--- config.mk ---
export PLATFORM = sky130hd
export DESIGN_NAME = spx_port
export DESIGN_NICKNAME = d
export VERILOG_FILES = /design/src/core/spx_pkg.sv /design/src/core/spx_port.sv
export VERILOG_INCLUDE_DIRS = /design/src /design/src/core
export SDC_FILE = /design/constraint.sdc
export NUM_CORES = 1
export LEC_CHECK = 0
export ABC_AREA = 0
export BUFFER_PORTS_ARGS = -buffer_cell sky130_fd_sc_hd__buf_2
export CORE_ASPECT_RATIO = 1.1
export CORE_MARGIN = 4
export CORE_UTILIZATION = 54
export DETAILED_ROUTE_END_ITERATION = 16
export PLACE_DENSITY = 0.8
export SYNTH_ARGS = -nofsm -noshare
export SYNTH_HDL_FRONTEND = slang
export SYNTH_SLANG_ARGS = --single-unit
--- constraint.sdc ---
create_clock -name hclk -period 3 [get_ports hclk]
set_input_delay 0.45 -clock hclk [delete_from_list [all_inputs] [get_ports hclk]]
set_output_delay 0.45 -clock hclk [all_outputs]
set_load 0.01 [all_outputs]
--- src/core/spx_cfg.svh ---
// Offsets, field positions, reset values and rate figures of the serial port.
`ifndef SPX_CFG_SVH
`define SPX_CFG_SVH

// ----------------------------------------------------------------------
// Register byte addresses
// ----------------------------------------------------------------------
`define SPX_ADDR_CTRL 32'h0000_1028
`define SPX_ADDR_STAT 32'h0000_102C
`define SPX_ADDR_DATA 32'h0000_1030
`define SPX_ADDR_DDR 32'h0000_1034
`define SPX_ADDR_PDAT 32'h0000_1038

// ----------------------------------------------------------------------
// Control fields
// ----------------------------------------------------------------------
`define SPX_C_IRQEN 7
`define SPX_C_EN 6
`define SPX_C_ODS 5
`define SPX_C_MASTER_SELECT_BIT 4
`define SPX_C_CLOCK_IDLE_LEVEL 3
`define SPX_C_CLOCK_PHASE_SELECT 2
`define SPX_C_RATE_HI 1
`define SPX_C_RATE_LO 0
`define SPX_CTRL_RESET 8'h04

// ----------------------------------------------------------------------
// Status fields
// ----------------------------------------------------------------------
`define SPX_S_DONE 7
`define SPX_S_WRITE_COLLISION_FLAG 6
`define SPX_S_MODE_FAULT_FLAG 4

// ----------------------------------------------------------------------
// Port D pin positions and reset values
// ----------------------------------------------------------------------
`define SPX_PIN_MISO 2
`define SPX_PIN_MOSI 3
`define SPX_PIN_SCK 4
`define SPX_PIN_SS 5
`define SPX_DDR_RESET 6'h00
`define SPX_PDAT_RESET 6'h00

// ----------------------------------------------------------------------
// Clock divide factors per rate code, and bits and clock edges per character
// ----------------------------------------------------------------------
`define SPX_DIV_CODE0 6'd2
`define SPX_DIV_CODE1 6'd4
`define SPX_DIV_CODE2 6'd16
`define SPX_DIV_CODE3 6'd32
`define SPX_BITS 4'd8
`define SPX_EDGES 5'd16

`endif

--- src/core/spx_pkg.sv ---
// Types shared by the serial port design.
package spx_pkg;

    typedef enum {
        SPX_REG_NONE,
        SPX_REG_CTRL,
        SPX_REG_STAT,
        SPX_REG_DATA,
        SPX_REG_DDR,
        SPX_REG_PDAT
    } spx_reg_t;

    typedef struct packed {
        logic [5:0] out;
        logic [5:0] oe_n;
    } spx_pad_t;

    typedef struct packed {
        logic [7:0] ctrl;
        logic [5:0] ddr;
        logic [5:0] pdat;
        logic transfer_done_flag;
        logic write_collision_flag;
        logic mode_fault_flag;
        logic transfer_done_flag_seen;
        logic write_collision_flag_seen;
        logic mode_fault_flag_seen;
        logic [7:0] shift;
        logic [7:0] rbuf;
        logic out_bit;
        logic busy;
        logic [4:0] edge_cnt;
        logic [4:0] div_cnt;
        logic sck_lvl;
        logic [3:0] bit_cnt;
        logic sck_prev;
        logic ss_prev;
        logic d_act;
        logic d_write;
        logic [31:0] d_addr;
        logic [31:0] hrdata;
        logic irq;
        spx_pad_t pad;
    } spx_state_t;

endpackage : spx_pkg

--- src/core/spx_port.sv ---
// Byte-wide serial port, master or slave, with an AHB-Lite register slave.
`timescale 1ns/1ps

module spx_port
    import spx_pkg::*;
(
    input wire logic hclk,
    input wire logic hresetn,
    input wire logic hsel,
    input wire logic [31:0] haddr,
    input wire logic [1:0] htrans,
    input wire logic hwrite,
    input wire logic [2:0] hsize,
    input wire logic [31:0] hwdata,
    input wire logic hready,
    output logic hreadyout,
    output logic [31:0] hrdata,
    output logic hresp,
    output logic irq,
    input wire logic [5:0] pad_in,
    output spx_pkg::spx_pad_t pad_o
);
    import spx_pkg::*;
    `include "spx_cfg.svh"

    spx_state_t state_reg;
    spx_state_t state_next;
    logic hready_reg;

    // ------------------------------------------------------------------
    // Helpers
    // ------------------------------------------------------------------
    function automatic spx_reg_t decode(input logic [31:0] a);
        case (a)
            `SPX_ADDR_CTRL: decode = SPX_REG_CTRL;
            `SPX_ADDR_STAT: decode = SPX_REG_STAT;
            `SPX_ADDR_DATA: decode = SPX_REG_DATA;
            `SPX_ADDR_DDR: decode = SPX_REG_DDR;
            `SPX_ADDR_PDAT: decode = SPX_REG_PDAT;
            default: decode = SPX_REG_NONE;
        endcase
    endfunction : decode

    // Half a serial clock period, in bus clocks.
    function automatic logic [4:0] half_period(input logic [1:0] code);
        logic [5:0] div;
        case (code)
            2'b00: div = `SPX_DIV_CODE0;
            2'b01: div = `SPX_DIV_CODE1;
            2'b10: div = `SPX_DIV_CODE2;
            default: div = `SPX_DIV_CODE3;
        endcase
        half_period = div[5:1];
    endfunction : half_period

    // Open-drain mode releases the pin instead of driving a one.
    function automatic logic pad_oe_n(input logic drv, input logic val,
                                      input logic ods);
        pad_oe_n = !(drv && !(ods && val));
    endfunction : pad_oe_n

    // ------------------------------------------------------------------
    // Next-state logic
    // ------------------------------------------------------------------
    always_comb
    begin
        logic a_take;
        logic ar;
        logic dw;
        spx_reg_t rd_id;
        spx_reg_t wr_id;
        logic [7:0] wd;
        logic en;
        logic master_select_bit;
        logic clock_idle_level;
        logic clock_phase_select;
        logic ss_in;
        logic sck_in;
        logic lead;
        logic sample;
        logic data_acc;
        logic set_transfer_done_flag;
        logic set_write_collision_flag;
        logic set_mode_fault_flag;
        logic [7:0] rx;
        logic [5:0] drv;
        logic [5:0] val;
        a_take = 1'b0;
        ar = 1'b0;
        dw = 1'b0;
        rd_id = SPX_REG_NONE;
        wr_id = SPX_REG_NONE;
        wd = 8'h00;
        en = 1'b0;
        master_select_bit = 1'b0;
        clock_idle_level = 1'b0;
        clock_phase_select = 1'b0;
        ss_in = 1'b1;
        sck_in = 1'b0;
        lead = 1'b0;
        sample = 1'b0;
        data_acc = 1'b0;
        set_transfer_done_flag = 1'b0;
        set_write_collision_flag = 1'b0;
        set_mode_fault_flag = 1'b0;
        rx = 8'h00;
        drv = 6'h00;
        val = 6'h00;
        state_next = state_reg;

        en = state_reg.ctrl[`SPX_C_EN];
        master_select_bit = state_reg.ctrl[`SPX_C_MASTER_SELECT_BIT];
        clock_idle_level = state_reg.ctrl[`SPX_C_CLOCK_IDLE_LEVEL];
        clock_phase_select = state_reg.ctrl[`SPX_C_CLOCK_PHASE_SELECT];
        ss_in = pad_in[`SPX_PIN_SS];
        sck_in = pad_in[`SPX_PIN_SCK];

        // Bus: address phase is answered at once, writes land in data phase.
        a_take = hsel && htrans[1] && hready;
        ar = a_take && !hwrite;
        rd_id = decode(haddr);
        dw = state_reg.d_act && state_reg.d_write;
        wr_id = decode(state_reg.d_addr);
        wd = hwdata[7:0];
        state_next.d_act = a_take;
        state_next.d_write = hwrite;
        state_next.d_addr = haddr;
        state_next.hrdata = 32'h0000_0000;
        if (ar)
        begin
            case (rd_id)
                SPX_REG_CTRL: state_next.hrdata[7:0] = state_reg.ctrl;
                SPX_REG_STAT: state_next.hrdata[7:0] = {state_reg.transfer_done_flag,
                    state_reg.write_collision_flag, 1'b0, state_reg.mode_fault_flag, 4'h0};
                SPX_REG_DATA: state_next.hrdata[7:0] = state_reg.rbuf;
                SPX_REG_DDR: state_next.hrdata[5:0] = state_reg.ddr;
                SPX_REG_PDAT: state_next.hrdata[5:0] = state_reg.pdat;
                default: state_next.hrdata = 32'h0000_0000;
            endcase
        end
        // A status read only arms the clear of flags it actually saw set.
        if (ar && rd_id == SPX_REG_STAT)
        begin
            state_next.transfer_done_flag_seen = state_reg.transfer_done_flag || state_reg.transfer_done_flag_seen;
            state_next.write_collision_flag_seen = state_reg.write_collision_flag || state_reg.write_collision_flag_seen;
            state_next.mode_fault_flag_seen = state_reg.mode_fault_flag || state_reg.mode_fault_flag_seen;
        end
        data_acc = (ar && rd_id == SPX_REG_DATA)
            || (dw && wr_id == SPX_REG_DATA);

        // Register writes.
        if (dw && wr_id == SPX_REG_CTRL)
        begin
            state_next.ctrl = wd;
            if (state_reg.mode_fault_flag_seen)
            begin
                state_next.mode_fault_flag = 1'b0;
                state_next.mode_fault_flag_seen = 1'b0;
            end
        end
        if (dw && wr_id == SPX_REG_DDR)
            state_next.ddr = wd[5:0];
        if (dw && wr_id == SPX_REG_PDAT)
            state_next.pdat = wd[5:0];
        if (dw && wr_id == SPX_REG_DATA)
        begin
            if (state_reg.busy)
                set_write_collision_flag = 1'b1;
            else if (!(state_reg.transfer_done_flag && !state_reg.transfer_done_flag_seen))
            begin
                state_next.shift = wd;
                state_next.out_bit = wd[7];
                if (en && master_select_bit)
                begin
                    state_next.busy = 1'b1;
                    state_next.div_cnt = 5'd0;
                    state_next.edge_cnt = 5'd0;
                end
            end
        end

        // Shift engine.
        state_next.sck_prev = sck_in;
        state_next.ss_prev = ss_in;
        if (!en)
        begin
            state_next.busy = 1'b0;
            state_next.bit_cnt = 4'd0;
            state_next.sck_lvl = clock_idle_level;
        end
        else if (master_select_bit)
        begin
            if (!state_reg.busy)
                state_next.sck_lvl = clock_idle_level;
            else if (state_reg.div_cnt == half_period(
                state_reg.ctrl[`SPX_C_RATE_HI:`SPX_C_RATE_LO]) - 5'd1)
            begin
                state_next.div_cnt = 5'd0;
                state_next.sck_lvl = !state_reg.sck_lvl;
                lead = !state_reg.edge_cnt[0];
                sample = (lead == !clock_phase_select);
                if (sample)
                begin
                    rx = {state_reg.shift[6:0], pad_in[`SPX_PIN_MISO]};
                    state_next.shift = rx;
                end
                else
                    state_next.out_bit = state_reg.shift[7];
                state_next.edge_cnt = state_reg.edge_cnt + 5'd1;
                if (state_reg.edge_cnt == `SPX_EDGES - 5'd1)
                begin
                    state_next.busy = 1'b0;
                    set_transfer_done_flag = 1'b1;
                    if (!state_reg.transfer_done_flag)
                        state_next.rbuf = state_next.shift;
                end
            end
            else
                state_next.div_cnt = state_reg.div_cnt + 5'd1;
        end
        else if (ss_in)
        begin
            // Deselect ends any slave transfer and restarts bit counting.
            state_next.busy = 1'b0;
            state_next.bit_cnt = 4'd0;
        end
        else
        begin
            if (!clock_phase_select && state_reg.ss_prev)
            begin
                state_next.busy = 1'b1;
                state_next.out_bit = state_reg.shift[7];
            end
            if (sck_in != state_reg.sck_prev)
            begin
                lead = (sck_in != clock_idle_level);
                if (clock_phase_select && lead && state_reg.bit_cnt == 4'd0)
                    state_next.busy = 1'b1;
                if (lead == !clock_phase_select)
                begin
                    rx = {state_reg.shift[6:0], pad_in[`SPX_PIN_MOSI]};
                    state_next.shift = rx;
                    state_next.bit_cnt = state_reg.bit_cnt + 4'd1;
                    if (state_reg.bit_cnt == `SPX_BITS - 4'd1)
                    begin
                        state_next.bit_cnt = 4'd0;
                        set_transfer_done_flag = 1'b1;
                        if (!state_reg.transfer_done_flag)
                            state_next.rbuf = rx;
                        if (clock_phase_select)
                            state_next.busy = 1'b0;
                    end
                end
                else
                    state_next.out_bit = state_reg.shift[7];
            end
        end

        // Mode fault overrides the control write of the same cycle.
        if (en && master_select_bit && !state_reg.ddr[`SPX_PIN_SS] && !ss_in)
        begin
            set_mode_fault_flag = 1'b1;
            state_next.ctrl[`SPX_C_EN] = 1'b0;
            state_next.ctrl[`SPX_C_MASTER_SELECT_BIT] = 1'b0;
            state_next.ddr[5:2] = 4'h0;
            state_next.busy = 1'b0;
            state_next.sck_lvl = clock_idle_level;
        end

        // Flags: a set in the clearing cycle wins.
        if (data_acc && state_reg.transfer_done_flag_seen)
        begin
            state_next.transfer_done_flag = 1'b0;
            state_next.transfer_done_flag_seen = 1'b0;
        end
        if (data_acc && state_reg.write_collision_flag_seen)
        begin
            state_next.write_collision_flag = 1'b0;
            state_next.write_collision_flag_seen = 1'b0;
        end
        if (set_transfer_done_flag)
            state_next.transfer_done_flag = 1'b1;
        if (set_write_collision_flag)
            state_next.write_collision_flag = 1'b1;
        if (set_mode_fault_flag)
            state_next.mode_fault_flag = 1'b1;
        state_next.irq = state_next.ctrl[`SPX_C_IRQEN]
            && (state_next.transfer_done_flag || state_next.mode_fault_flag);

        // Pads: general port D first, then the serial port takes over.
        // Pads follow the next state, so a pin moves with its register and
        // at the fastest rate a far-side edge is seen before the next sample.
        drv = state_next.ddr;
        val = state_next.pdat;
        if (state_next.ctrl[`SPX_C_EN])
        begin
            if (state_next.ctrl[`SPX_C_MASTER_SELECT_BIT])
            begin
                drv[`SPX_PIN_MISO] = 1'b0;
                val[`SPX_PIN_MOSI] = state_next.out_bit;
                val[`SPX_PIN_SCK] = state_next.sck_lvl;
            end
            else
            begin
                drv[`SPX_PIN_MOSI] = 1'b0;
                drv[`SPX_PIN_SCK] = 1'b0;
                drv[`SPX_PIN_MISO] = state_next.ddr[`SPX_PIN_MISO] && !ss_in;
                val[`SPX_PIN_MISO] = state_next.out_bit;
            end
        end
        for (int i = 0; i < 6; i++)
        begin
            state_next.pad.out[i] = val[i];
            state_next.pad.oe_n[i] = pad_oe_n(drv[i], val[i],
                state_next.ctrl[`SPX_C_ODS]);
        end
    end

    // ------------------------------------------------------------------
    // State register
    // ------------------------------------------------------------------
    always_ff @(posedge hclk or negedge hresetn)
    begin
        if (!hresetn)
        begin
            state_reg <= '0;
            state_reg.ctrl <= `SPX_CTRL_RESET;
            state_reg.ddr <= `SPX_DDR_RESET;
            state_reg.pdat <= `SPX_PDAT_RESET;
            state_reg.sck_prev <= 1'b0;
            state_reg.ss_prev <= 1'b1;
            state_reg.pad.oe_n <= 6'h3F;
            hready_reg <= 1'b0;
        end
        else
        begin
            state_reg <= state_next;
            hready_reg <= 1'b1;
        end
    end

    assign hreadyout = hready_reg;
    assign hrdata = state_reg.hrdata;
    assign hresp = 1'b0;
    assign irq = state_reg.irq;
    assign pad_o = state_reg.pad;

endmodule : spx_port

**Yosys cells after proc, flatten, opt, wreduce, memory -nomap -nowiden**

Cells that the tools add are included.

- Bits in latches: 0
- Output and inout port bits: 47
- ROM bits: 0
- Memories: 0
- Word-level logic and storage cells: 225
- Bits in registers: 141
- Memory bits (writable): 0

- Add/sub/neg operators: 4
- Shifts and indexed selects: 0
- Bitwise operators: 1
- Multiply operators: 0
- Equal/unequal tests: 37
- Divide/modulo/power cells: 0
- Magnitude comparators: 0
- Reduce and logical (&&, ||, !) cells: 67
- Muxes and demuxes: 88

Operators with widths:

| kind | count |
|---|---|
| == test 32 x 13 -> 1 bit (second input constant) | 10 |
| == test 32 x 3 -> 1 bit (second input constant) | 5 |
| == test 32 x 2 -> 1 bit (second input constant) | 3 |
| two-way mux 8 bit | 10 |
| == test 32 x 4 -> 1 bit (second input constant) | 2 |
| two-way mux 1 bit | 40 |
| two-way mux 12 bit | 3 |
| two-way mux 18 bit | 2 |
| two-way mux 17 bit | 2 |
| logical AND 1 bit | 33 |
| == test 32 x 1 -> 1 bit (second input constant) | 1 |
| two-way mux 6 bit | 5 |
| case mux 3 bit (5 select lines) | 2 |
| case mux 6 bit (5 select lines) | 1 |
| two-way mux 28 bit | 1 |
| two-way mux 4 bit | 6 |
| two-way mux 23 bit | 1 |
| two-way mux 11 bit | 2 |
| logical NOT 1 bit | 19 |
| case mux 6 bit (3 select lines) | 1 |
| two-way mux 16 bit | 1 |
| nonzero test 2 bit | 6 |
| adder 5 x 1 -> 5 bit (second input constant) | 2 |
| two-way mux 10 bit | 1 |
| other kinds (22) | 38 |

**Depth between registers and ports, before layout**

- Depth in word-level cells: 21
- Gate-level depth with buffers: 10
- Gate-level depth less buffers: 8

**Worst setup path before layout**

Ideal clock, no wire load.

- Kind: register to register
- From: register state_reg[58] (netlist bit)
- To: register state_reg[98] (netlist bit)
- Slack: 360 ps
- Data required time: 2846 ps
- Clock period less this slack: 2640 ps
- Arrival time: 2486 ps
- Path buffers: 1
- Cell stages (with the launch flop): 8
- Cells stage by stage: dfrtp_1 -> or4b_1 -> or4_4 -> nor4_1 -> buf_4 -> mux2_1 -> o2111ai_1 -> a31oi_1

- Longest elaborated chain between the ends: 11

RTL lines:

| what | line | text |
|---|---|---|
| from (decl) | spx_port.sv:26 | `spx_state_t state_reg;` |
| from (signal assigned) | spx_port.sv:337 | `state_reg <= state_next;` |
| == test 32 x 13 -> 1 bit | spx_port.sv:34 | `case (a)` |
| case mux 3 bit (5 select lines) (*) | spx_port.sv:34 |  |
| == test 32 x 3 -> 1 bit (*) | spx_port.sv:165 | `if (dw && wr_id == SPX_REG_DATA)` |
| logical AND 1 bit (*) | spx_port.sv:165 |  |
| two-way mux 8 bit (*) | spx_port.sv:165 |  |
| two-way mux 8 bit (*) | spx_port.sv:202 | `if (sample)` |
| two-way mux 8 bit (*) | spx_port.sv:214 | `if (!state_reg.transfer_done_flag)` |
| two-way mux 8 bit (*) | spx_port.sv:210 | `` if (state_reg.edge_cnt == `SPX_EDGES - 5'd1) `` |
| two-way mux 23 bit (*) | spx_port.sv:195 | `else if (state_reg.div_cnt == half_period(` |
| two-way mux 28 bit (*) | spx_port.sv:193 | `if (!state_reg.busy)` |
| two-way mux 18 bit (*) | spx_port.sv:191 | `else if (master_select_bit)` |

Mark *: on every way between the ends. The rest lies on a longest branch, timed or not. The select of a mux whose other input is x is not followed.
A chain may end at the register's enable or synchronous reset.

==> out/summary.txt <==
Result of the run: complete, no violations
Fmax achieved: 347 MHz
Number of design rule violations left after detail routing: 0
Floorplan die height: 114 um
Row cnt: 38
Final setup violation count: 0
Clock skew: 6.58 ps
Insertion delay of the later-clocked pin in the worst-skew pair: 520 ps
Total Negative Setup Slacks: 0 ps
I/O pin count: 127
Clock buffers created by TritonCTS: 17
Buffer levels on the longest clock path: 2
Leakage: 2.94 nW
Worst ir drop on vdd: 0.517 mV
Source of the worst register-to-register timing path: state_reg[133]
Destination of the worst register-to-register timing path: pad_o[4]
Number of instances in the synthesized netlist: 518
Critical Path Sink Type: flip-flop
Fin crit share: 0.962
H-tree level count: 4
Distinct cells, synth: 64
RSZ-0062 raised after global routing: no
Via count normalized by instance count: 5.90
Reported max-cap violation count: 0
Weighted congestion at the end of routability-driven global placement: 0.870
Avg Inst Size Synth: 10.7 um2
Cell Area, Synth: 5540 um2
Minimum period implied by the final worst setup slack: 2880 ps
Count of fill cells added during filler insertion: 745
Path type of the worst setup path: reg -> reg
Clock tree from TritonCTS: built
Cell type with the highest aggregate area in the netlist: sky130_fd_sc_hd__dfrtp_1
Final-report hold violation count: 0
Clock input transition at the sequential cells of the worst setup and hold paths: 60 ps
Commonest cells in the synthesized netlist: sky130_fd_sc_hd__dfrtp_1 (106), sky130_fd_sc_hd__nand2_1 (57), sky130_fd_sc_hd__buf_4 (46)
Total number of nets in the final design: 678
Hold buffers post-CTS: 0
Residual antenna-violating net count after detailed routing: 0
Area growth, synth to finish: 17.0%
Most used flip-flop cell after synthesis: sky130_fd_sc_hd__dfrtp_1
Ant diodes: 0
Total Power Consumption: 3.69 mW
Critical Path RT: 3410 ps
Register area share after synthesis: 0.517
Post-synth EDFFs: 0
Initial Utilization: 0.557
Reg area: 2860 um2
Fin Hold WS: 9.26 ps
Worst R2R Path Depth: 8
Via count: 4272
Number of max-slew violations in the final report: 0
Leftover overflow at the end of global routing: 0
R2R Setup Slk: 120 ps
Antenna violations before repair: 0
DIE AREA: 11900 um2
Pin slew with the least headroom to its limit: 770 ps
Post-DP HPWL: 9300 um
Asr flop ratio synth: 1.00
Crit path launch type: flip-flop
Worst slack at placement: 143 ps
Post-synthesis register bit count: 114
Crit path max fanout: 7
Count of synthesis-stage warnings from yosys: 0
Die Wd: 105 um
Via count of the first global-routing pass: 4413
Worst slew margin relative to its limit: 0.484
Post-DR wirelength/cell: 18.6 um
Fraction of post-synthesis cell area in the top cell type by area: 0.479
Cell chosen for the clock root: sky130_fd_sc_hd__clkbuf_8
Number of iterations in the first detailed-routing pass: 5
Clock sink count: 114
Area of all placed cells without fillers: 6480 um2
Floorplan Core Area: 9940 um2
Number of port buffers: 71
Flip-flop count of the largest register after layout: 92
Global-route usage over all layers: 0.238
Cell with the most instances after synthesis: sky130_fd_sc_hd__dfrtp_1
Final wirelength: 13400 um
Largest net degree at the start of global routing: 115
Placed standard-cell area: 5900 um2
Layout cell share with drive strength beyond 1: 0.272
Multi-input gate area: 2330 um2
Power density of the placed cells: 570 nW/um2
Path type of the worst min-delay path: in -> async
Final WS setup: 115 ps
Number of post-CTS setup repair buffers: 0
Leading post-synthesis cells by cell area: sky130_fd_sc_hd__dfrtp_1 (48%), sky130_fd_sc_hd__buf_4 (6.2%), sky130_fd_sc_hd__nand2_1 (3.9%)
DR iter-0 viols: 358
Global-route wire length before repair: 22100 um
Crit path arrival time: 3300 ps
-- per-layer routing --
| layer | share of wire | track usage | routed length [um] |
|---|---|---|---|
| met2 | 0.51 | 0.397 | 6880 |
| met3 | 0.058 | 0.0581 | 773 |
| met1 | 0.39 | 0.284 | 5260 |
| met5 | 0 | 0 | 0 |
| met4 | 0.039 | 0.132 | 524 |
-- layout make-up --
type,instances,area share
clock buffer,21,0.0693
clock inverter,11,0.0199
inverter,14,0.00811
multi-input combinational,355,0.360
sequential,114,0.442
tap,120,0.0232
timing repair buffer,89,0.0780
-- report_power, final --
| part | switching, mW | total (mW) | internal [mW] |
|---|---|---|---|
| registers | 0.0176 | 1.59 | 1.58 |
| clock network | 0.708 | 1.94 | 1.23 |
| logic | 0.107 | 0.161 | 0.0540 |
-- what timing repair did --
action	CTS	global route
setup endpoints to repair	0	6
resized for setup	0	1
hold endpoints to repair	0	0
-- per-stage QoR --
step | cells | util
2_1_floorplan | 542 | -
3_3_place_gp | 692 | 0.594
3_5_place_dp | 692 | 0.594
4_1_cts | 724 | 0.652
5_1_grt | 724 | 0.652
6_report | 724 | 0.652
-- worst max-delay path by stage --
stage	startpoint	endpoint	slack, ps	depth (start not counted)
global route	state_reg[58]	state_reg[106]	50	7
CTS	state_reg[58]	state_reg[98]	120	7
global placement	state_reg[58]	state_reg[98]	180	7
finish	state_reg[133]	pad_o[4]	120	8
detailed placement	state_reg[58]	state_reg[98]	140	7
floorplan	state_reg[58]	state_reg[98]	360	7
-- critical path, cell delays in order (launching register included) --
cell and delay [ps]:
sky130_fd_sc_hd__dfrtp_1 470, sky130_fd_sc_hd__or2_2 330, sky130_fd_sc_hd__ha_1 280, sky130_fd_sc_hd__xor2_1 180
sky130_fd_sc_hd__nand3b_1 140, sky130_fd_sc_hd__o21ai_0 470, sky130_fd_sc_hd__a211oi_1 180, sky130_fd_sc_hd__o311a_1 410
sky130_fd_sc_hd__o31ai_1 300
-- layout by cell type, fill, tap and decap left out, types with 16 or more instances in the layout --
cell type / instances
sky130_fd_sc_hd__conb_1: 26
sky130_fd_sc_hd__nand2_1: 57
sky130_fd_sc_hd__dfrtp_1: 106
sky130_fd_sc_hd__nand3_1: 16
sky130_fd_sc_hd__nor2_1: 22
sky130_fd_sc_hd__clkbuf_16: 16
sky130_fd_sc_hd__buf_4: 18
sky130_fd_sc_hd__mux2i_1: 20
sky130_fd_sc_hd__mux2_2: 17
sky130_fd_sc_hd__buf_2: 70
sky130_fd_sc_hd__o21ai_0: 30
-- cells by family (layout without fill, tap and decap cells) --
group	count (synthesis)	after routing	share of synthesized area
simple gates	178	178	0.176
flops	114	114	0.517
compound gates	98	98	0.124
buf+inv	73	135	0.0811
mux	38	38	0.0728
xor+xnor	8	8	0.0127
fa+ha+maj	7	7	0.0158
other cells	2	26	0.00136
(Power assumes the default switching activity.)
